### src/design/fsbc_consts.vh
//
// Contract
// - control bit 3 picks transfer direction: clear means formatter to buffer, set means buffer to formatter.
// - while control bit 4 is set the byte counter carry is blocked from fetching the next control store word.
// - the carry inhibit bit clears itself on a counter carry once the sector size count is already zero.
// - sequencer branch commands can set and clear the carry inhibit bit besides software writes.
// - control bit 5 picks edge polarity: clear means rising edges only, set means falling edges only.
// - the chosen polarity feeds both the branch condition logic and the sector detected flag.
// - a read of the next address register returns in bits 0-4 the address the sequencer runs next.
// - the next address comes from start address, branch address, next address field or data branch field.
// - a write to the next address offset stores a 5-bit branch target used when a branch condition is met.
// - next address and branch address clear on chip reset or a sector formatter reset.
// - control bit 1 makes single-source branches take targets from the data branch field.
`ifndef FSBC_CONSTS_VH
`define FSBC_CONSTS_VH
`define FSBC_OFF_NEXT 12'h078
`define FSBC_OFF_CTRL 12'h077
`define FSBC_OFF_IRQ_STAT 12'h080
`define FSBC_OFF_IRQ_MASK 12'h084
`define FSBC_OFF_RESET 12'h04F
`define FSBC_CTRL_BRSRC 1
`define FSBC_CTRL_DIR 3
`define FSBC_CTRL_INH 4
`define FSBC_CTRL_POL 5
`define FSBC_CTRL_MASK 8'h3A
`define FSBC_ADDR_MASK 8'h1F
`define FSBC_IRQ_EDGE 0
`define FSBC_IRQ_AUTOCLR 1
`define FSBC_IRQ_BRANCH 2
`define FSBC_IRQ_MASK 8'h07
`endif

### src/design/fsbc_edge_detect.v
`timescale 1ns/10ps
// polarity selectable edge detector on the sector mark input
module fsbc_edge_detect (
   // clock and reset
   input wire pclk,
   input wire presetn,
   input wire sf_reset,
   // sense
   input wire falling_sel,
   input wire mark_in,
   // result
   output wire edge_hit
);
   reg last;
   // previous sample; input is taken as synchronous
   always @(posedge pclk or negedge presetn) begin
      if (!presetn) begin
         last <= 1'b0;
      end else if (sf_reset) begin
         last <= mark_in;
      end else begin
         last <= mark_in;
      end
   end
   assign edge_hit = falling_sel ? (last & ~mark_in) : (~last & mark_in);
endmodule // fsbc_edge_detect

### src/design/fsbc_next_addr.v
`timescale 1ns/10ps
// next control store address selector and holder
module fsbc_next_addr (
   // clock and reset
   input wire pclk,
   input wire presetn,
   input wire sf_reset,
   // sources
   input wire start_load,
   input wire [4:0] start_addr,
   input wire [4:0] branch_addr,
   input wire [4:0] next_field,
   input wire [4:0] data_field,
   // control
   input wire advance,
   input wire branch_taken,
   input wire dual_source,
   input wire dual_pick_data,
   input wire use_data_field,
   // result
   output reg [4:0] next_addr
);
   reg [4:0] next_next_addr;
   // source pick, start wins, then branch, then sequential
   always @* begin
      next_next_addr = next_addr;
      if (start_load) begin
         next_next_addr = start_addr;
      end else if (advance && branch_taken) begin
         if (dual_source) begin
            next_next_addr = dual_pick_data ? data_field : branch_addr;
         end else begin
            next_next_addr = use_data_field ? data_field : branch_addr;
         end
      end else if (advance) begin
         next_next_addr = next_field;
      end
   end
   always @(posedge pclk or negedge presetn) begin
      if (!presetn) begin
         next_addr <= 5'h00;
      end else if (sf_reset) begin
         next_addr <= 5'h00;
      end else begin
         next_addr <= next_next_addr;
      end
   end
endmodule // fsbc_next_addr

### src/design/fsbc_top.v
`timescale 1ns/10ps
`include "fsbc_consts.vh"
// sequencer branch control with apb register access
module fsbc_top (
   // apb
   input wire pclk,
   input wire presetn,
   input wire psel,
   input wire penable,
   input wire pwrite,
   input wire [11:0] paddr,
   input wire [31:0] pwdata,
   output wire pready,
   output reg [31:0] prdata,
   output wire pslverr,
   // sequencer side
   input wire byte_carry,
   input wire sector_count_zero,
   input wire start_load,
   input wire [4:0] start_addr,
   input wire [4:0] next_field,
   input wire [4:0] data_field,
   input wire branch_cond,
   input wire branch_is_edge,
   input wire dual_source,
   input wire dual_pick_data,
   input wire inh_set_cmd,
   input wire inh_clr_cmd,
   input wire sector_mark_edge_input,
   // outputs to formatter
   output wire fetch_next,
   output wire buffer_to_formatter,
   output wire sector_detected_set,
   output wire [4:0] next_addr,
   output wire irq
);
   ////////////////////////////////////////////////////////////////////////////
   reg [7:0] ctrl;
   reg [4:0] branch_addr;
   reg [7:0] irq_stat;
   reg [7:0] irq_mask;
   wire wr;
   wire rd;
   wire sf_reset;
   wire edge_hit;
   wire branch_taken;
   wire auto_clr;
   wire [7:0] irq_events;

   function sel;
      input [11:0] a;
      input [11:0] off;
      begin
         sel = (a == off);
      end
   endfunction

   // zero wait state slave, write commits in access phase
   assign pready = 1'b1;
   assign pslverr = 1'b0;
   assign wr = psel & penable & pwrite;
   assign rd = psel & penable & ~pwrite;
   assign sf_reset = wr & sel(paddr, `FSBC_OFF_RESET) & pwdata[0];

   ////////////////////////////////////////////////////////////////////////////
   // carry blocked while inhibit set
   assign fetch_next = byte_carry & ~ctrl[`FSBC_CTRL_INH];
   assign auto_clr = byte_carry & sector_count_zero & ctrl[`FSBC_CTRL_INH];
   assign buffer_to_formatter = ctrl[`FSBC_CTRL_DIR];
   assign sector_detected_set = edge_hit;
   assign branch_taken = branch_is_edge ? edge_hit : branch_cond;

   // control register; hardware inhibit updates beat software writes
   always @(posedge pclk or negedge presetn) begin
      if (!presetn) begin
         ctrl <= 8'h00;
      end else if (sf_reset) begin
         ctrl <= 8'h00;
      end else begin
         if (wr && sel(paddr, `FSBC_OFF_CTRL)) begin
            ctrl <= pwdata[7:0] & `FSBC_CTRL_MASK;
         end
         if (inh_set_cmd) begin
            ctrl[`FSBC_CTRL_INH] <= 1'b1;
         end else if (inh_clr_cmd || auto_clr) begin
            ctrl[`FSBC_CTRL_INH] <= 1'b0;
         end
      end
   end

   always @(posedge pclk or negedge presetn) begin
      if (!presetn) begin
         branch_addr <= 5'h00;
      end else if (sf_reset) begin
         branch_addr <= 5'h00;
      end else if (wr && sel(paddr, `FSBC_OFF_NEXT)) begin
         branch_addr <= pwdata[4:0];
      end
   end

   ////////////////////////////////////////////////////////////////////////////
   assign irq_events = {5'h00, branch_taken & fetch_next, auto_clr, edge_hit};
   // sticky status, set beats write-one clear
   always @(posedge pclk or negedge presetn) begin
      if (!presetn) begin
         irq_stat <= 8'h00;
         irq_mask <= 8'h00;
      end else begin
         if (wr && sel(paddr, `FSBC_OFF_IRQ_MASK)) begin
            irq_mask <= pwdata[7:0] & `FSBC_IRQ_MASK;
         end
         if (wr && sel(paddr, `FSBC_OFF_IRQ_STAT)) begin
            irq_stat <= (irq_stat & ~pwdata[7:0]) | irq_events;
         end else begin
            irq_stat <= irq_stat | irq_events;
         end
      end
   end
   assign irq = |(irq_stat & irq_mask);

   ////////////////////////////////////////////////////////////////////////////
   // read mux, registered data output
   always @(posedge pclk or negedge presetn) begin
      if (!presetn) begin
         prdata <= 32'h00000000;
      end else if (psel && !penable && !pwrite) begin
         if (sel(paddr, `FSBC_OFF_NEXT)) begin
            prdata <= {27'h0000000, next_addr};
         end else if (sel(paddr, `FSBC_OFF_CTRL)) begin
            prdata <= {24'h000000, ctrl};
         end else if (sel(paddr, `FSBC_OFF_IRQ_STAT)) begin
            prdata <= {24'h000000, irq_stat};
         end else if (sel(paddr, `FSBC_OFF_IRQ_MASK)) begin
            prdata <= {24'h000000, irq_mask};
         end else begin
            prdata <= 32'h00000000;
         end
      end
   end

   ////////////////////////////////////////////////////////////////////////////
   fsbc_edge_detect u_edge (
      .pclk(pclk),
      .presetn(presetn),
      .sf_reset(sf_reset),
      .falling_sel(ctrl[`FSBC_CTRL_POL]),
      .mark_in(sector_mark_edge_input),
      .edge_hit(edge_hit)
   );

   // sequencer advances on an uninhibited carry
   fsbc_next_addr u_next (
      .pclk(pclk),
      .presetn(presetn),
      .sf_reset(sf_reset),
      .start_load(start_load),
      .start_addr(start_addr),
      .branch_addr(branch_addr),
      .next_field(next_field),
      .data_field(data_field),
      .advance(fetch_next),
      .branch_taken(branch_taken),
      .dual_source(dual_source),
      .dual_pick_data(dual_pick_data),
      .use_data_field(ctrl[`FSBC_CTRL_BRSRC]),
      .next_addr(next_addr)
   );
endmodule // fsbc_top

### config.mk
export PLATFORM = sky130hd
export DESIGN_NAME = fsbc_top
export DESIGN_NICKNAME = d
export VERILOG_FILES = /design/src/design/fsbc_edge_detect.v /design/src/design/fsbc_next_addr.v /design/src/design/fsbc_top.v
export VERILOG_INCLUDE_DIRS = /design/src /design/src/design
export SDC_FILE = /design/constraint.sdc
export NUM_CORES = 1
export LEC_CHECK = 0
export ABC_AREA = 1
export BUFFER_PORTS_ARGS = -buffer_cell sky130_fd_sc_hd__clkbuf_2
export CORE_AREA = 2 2 71 73
export CTS_CLUSTER_SIZE = 14
export DETAILED_ROUTE_END_ITERATION = 7
export DIE_AREA = 0 0 73 75
export PLACE_DENSITY_LB_ADDON = 0.1
export REMOVE_ABC_BUFFERS = 1
export SKIP_LAST_GASP = 1
export SLEW_MARGIN = 0
export SYNTH_ARGS = -nofsm -noshare
export SYNTH_HDL_FRONTEND = slang
export SYNTH_SLANG_ARGS = --single-unit
### constraint.sdc
create_clock -name pclk -period 2.65 [get_ports pclk]
set_clock_uncertainty 0.1 [all_clocks]
set_input_delay 0.53 -clock pclk [delete_from_list [all_inputs] [get_ports pclk]]
set_output_delay 0.53 -clock pclk [all_outputs]
set_load 0.05 [all_outputs]
* Yosys cells after proc, flatten, opt, wreduce, memory -nomap -nowiden *
Cells that the tools add are included.

storage, ports and cells
  bits in read-only memories = 0
  bits in registers = 62
  bits of input ports = 74
  latch bits = 0
  memories kept = 0
  output and inout bits = 43
  RAM bits = 0

cells by class
  shift operators = 0
  multiplexer cells = 20
  order comparisons = 0
  bitwise gates (word level) = 18
  reduce and logical (&&, ||, !) cells = 15
  divide/modulo/power cells = 0
  add/sub/neg operators = 0
  equal/unequal tests = 5
  multiply operators = 0

operator list
  kind                                                                    number
  8-bit 2-to-1 mux                                                        6
  5-bit 2-to-1 mux                                                        9
  12-bit by 7-bit equality test with 1-bit output, second input constant  3
  12-bit by 8-bit equality test with 1-bit output, second input constant  2
  8-bit by 3-bit OR with 8-bit output                                     2
  1-bit AND                                                               10
  8-bit by 3-bit AND with 8-bit output                                    1
  8-bit AND                                                               1
  8-bit NOT                                                               1
  4-bit nonzero test                                                      2
  8-bit OR reduction                                                      1
  1-bit logical AND                                                       7
  1-bit 2-to-1 mux                                                        4
  2-bit nonzero test                                                      2
  3-bit 2-to-1 mux                                                        1
  1-bit NOT                                                               3
  1-bit logical NOT                                                       2
  1-bit logical OR                                                        1

* Depth between registers and ports, before layout *
  word-level depth = 8
  mapped depth = 10
  gate-level depth less buffers = 10

* Hierarchy *
From an unflattened synthesis, not the netlist that was laid out.

unflattened totals
  cell total of the unflattened synthesis = 328
  area, all modules = 2,230.9 sq um

modules (own cells, without submodules)
  module            cells an instance  instances  area each (sq um)
  fsbc_top          235                1          1,719.1
  fsbc_next_addr    86                 1          461.7
  fsbc_edge_detect  7                  1          50.0

* Worst setup path after synthesis *
Ideal clock, no wire load.

  path type = input port to output port
  start = in sector_mark_edge_input
  end = out sector_detected_set
  cell stages on the path = 3
  data required time = 2.020 ns
  setup slack = 1.021 ns
  data arrival time = 0.999 ns
  cells stage by stage = inv_1 > nand3_1 > nand2_1

on the way
  word-level cells in the longest chain between the ends = 3
  elaborated cells between the ends (all ways) = 4
  classes of those cells = 1 x mux; 3 x bitwise

RTL lines
  element               line                   text
  from (decl)           fsbc_top.v:29          input wire sector_mark_edge_input,
  1-bit NOT             fsbc_edge_detect.v:25  assign edge_hit = falling_sel ? (last & ~mark_in) : (~last & mark_in);
  1-bit AND             fsbc_edge_detect.v:25
  1-bit 2-to-1 mux (*)  fsbc_edge_detect.v:25
  to (decl)             fsbc_top.v:33          output wire sector_detected_set,

Mark *: on every way between the ends. The rest lies on a longest branch, timed or not.

* Worst setup path after layout *
  start = reg ctrl[5]
  end = out sector_detected_set

on the way
  word-level cells in the longest chain between the ends = 1

RTL lines
  element                 line                   text
  from (decl)             fsbc_top.v:38          reg [7:0] ctrl;
  from (signal assigned)  fsbc_top.v:81          ctrl <= pwdata[7:0] & `FSBC_CTRL_MASK;
  1-bit 2-to-1 mux        fsbc_edge_detect.v:25

Every way passes these cells.

==> flow_summary.json <==
{
  "postCtsHoldBufs": 0,
  "grt.total_usage_pct": 20.3,
  "fmax_mhz": 533,
  "die_h_um": 75,
  "path_max_fanout": 3,
  "antenna_found_initial": 0,
  "cpPeakStageDelay_ps": 380,
  "nFillCells": 479,
  "hold_class": "in2async",
  "cts_setup_buffers": 0,
  "syn_area_per_cell_um2": 7.10,
  "maxSlewHeadroom_pct": 45.4,
  "cp.required_ps": 2020,
  "leakagePower_nw": 1.53,
  "p_per_area_mw_per_mm2": 458,
  "grt_pass1_wl_mm": 8.52,
  "synth_area_leader_cell": "dfrtp_1",
  "firstDrtPassIters": 4,
  "worstPathArrival_ps": 1250,
  "drcViolationCount": 0,
  "synth_top_area_share_pct": 36.9,
  "vdd_drop_max_uv": 176,
  "cts.repair.resized": 0,
  "num_rows": 25,
  "netlist_instances": 325,
  "rsz0062_at_grt": "no",
  "fin_crit_ps": 1880,
  "finalSetupViolCount": 0,
  "yosys-top-cells-area": "dfrtp_1, nand2_1, buf_4",
  "yosysMostFrequentCell": "nand2_1",
  "ys_ff_latch": 34,
  "yosys_warnings": 0,
  "synth_cell_types": 29,
  "final_antenna_net_count": 0,
  "grt_pass1_vias": 1942,
  "crit_type": "reg2out",
  "initial_core_util_pct": 49.5,
  "tightestPinTransition_ps": 818,
  "n_antenna_cell": 0,
  "yosys-top-cells-count": "nand2_1, inv_1, dfrtp_1, nor2_1, buf_4",
  "ff_latch_area_um2": 851,
  "clk_pin_slew_worst_paths_ps": 70,
  "nNetsFinal": 466,
  "wl_mm": 5.14,
  "cts-root-to-sink-buffers": 2,
  "avgViaCountPerCell": 4.75,
  "cts_tree": "built",
  "die-area_mm2": 0.00548,
  "grt_overflow": 0,
  "hold_ws_ps": 221,
  "drive_gt1_share_pct": 26.2,
  "drt-initial-drc-count": 121,
  "maxCapViolCount": 0,
  "hold_violations": 0,
  "clock-sinks": 34,
  "synth_async_sr_flop_share_pct": 100,
  "place_hpwl_mm": 4.20,
  "place.gp.congestion": 0.842,
  "synth_edf_count": 0,
  "chipWidth_um": 73,
  "critPathSlowestCell": "dfrtp_1",
  "fin_setup_tns_ps": 0,
  "cts_buffers": 5,
  "synth.yosys.seq_area_share_pct": 36.9,
  "grt_max_degree": 35,
  "power_mw": 1.22,
  "period_share_pct": 70.8,
  "yosys_most_used_dff": "dfrtp_1",
  "ios": 117,
  "syn_area_mm2": 0.00231,
  "outcome": "complete, no violations",
  "htreeDepth": 2,
  "drv_slew": 0,
  "fp.coreArea_mm2": 0.00466,
  "portBuffers": 66,
  "clk_latency_ps": 290,
  "syn_to_final_growth_pct": 15.3,
  "multiInputGateArea_mm2": 0.00117,
  "path_cells": "inv_1 > nand3b_1 > nand2_1 > clkbuf_2",
  "start_kind": "flop",
  "routedWlPerCell_um": 11.5,
  "vias": 2122,
  "critPathCaptureType": "output pin",
  "cts-root-buf": "clkbuf_8"
}
[path summary, 6_finish.rpt]
check | startpoint | to | slack [ps] | depth (start not counted)
min in group pclk | sector_mark_edge_input | u_edge.last$_DFF_PN0_ | 290 | 1
min reg2reg | prdata[6]$_DFFE_PN0P_ | prdata[6]$_DFFE_PN0P_ | 380 | 2
max reg2reg | ctrl[5]$_DFFE_PN0P_ | u_next.next_addr[1]$_DFFE_PN0P_ | 1210 | 9
max | ctrl[5]$_DFFE_PN0P_ | sector_detected_set | 770 | 4
min | presetn | branch_addr[1]$_DFFE_PN0P_ | 220 | 1
max in group asynchronous | presetn | u_next.next_addr[0]$_DFFE_PN0P_ | 1710 | 1
[power breakdown]
| group | internal, mW | switching, mW | leakage, nW |
|---|---|---|---|
| Combinational | 0.0679 | 0.225 | 1.10 |
| Sequential | 0.534 | 0.0148 | 0.385 |
| Clock | 0.185 | 0.192 | 0.0452 |
| Total | 0.787 | 0.432 | 1.53 |
[cell usage in the layout (no fill, tap or decap), drive strengths merged]
cell type	instances
nand2	98
nand3b	1
conb	26
nor2	38
o21ai	18
nor3	2
or2	1
o31ai	2
nand4	3
clkbuf	72
a21boi	1
inv	42
a21oi	18
clkinv	2
nand3	33
a31oi	1
o21a	1
dfrtp	34
[cell type report]
| cell class | instances | area share, % |
|---|---|---|
| inverters | 42 | 5.92 |
| multi-input cells | 243 | 43.9 |
| clock buffers | 6 | 2.73 |
| flip-flops and latches | 34 | 32.0 |
| repair buffers | 66 | 12.4 |
| well taps | 54 | 2.54 |
| clock inverters | 2 | 0.517 |
[stage by stage]
stage	instance area, um^2	worst slack [ps]	utilization (%)	std cells
after floorplan	2180	1020	-	319
after global placement	2580	895	55.3	439
after detailed placement	2580	877	55.3	439
after CTS	2660	770	57.1	447
after global routing	2660	694	57.1	447
final	2660	774	57.1	447
[sequential cells by signal (all words and copies together), names as in the netlist]
| register | count |
|---|---|
| branch_addr | 5 |
| u_next.next_addr | 5 |
| ctrl | 4 |
| u_edge.last | 1 |
| irq_mask | 3 |
| prdata | 8 |
| irq_stat | 8 |
[per-layer routing]
layer	part of all wire [%]	track usage, %
met1	46	25.8
met3	5.6	3.61
met4	1.4	7.20
met5	0	0
met2	47	34.7
[kinds of logic after synthesis]
family | synth area share [%]
compound gates | 9.70
buf+inv | 16.4
flops | 36.9
other cells | 0.325
simple gates | 36.7
[worst max-delay path, delay by kind of cell (launching register included)]
kind                   cells  cell delay [ps]
and+or+nand+nor            2              200
DFF                        1              380
buffers and inverters      2              390
No activity file was read; power rests on OpenSTA's default activity.
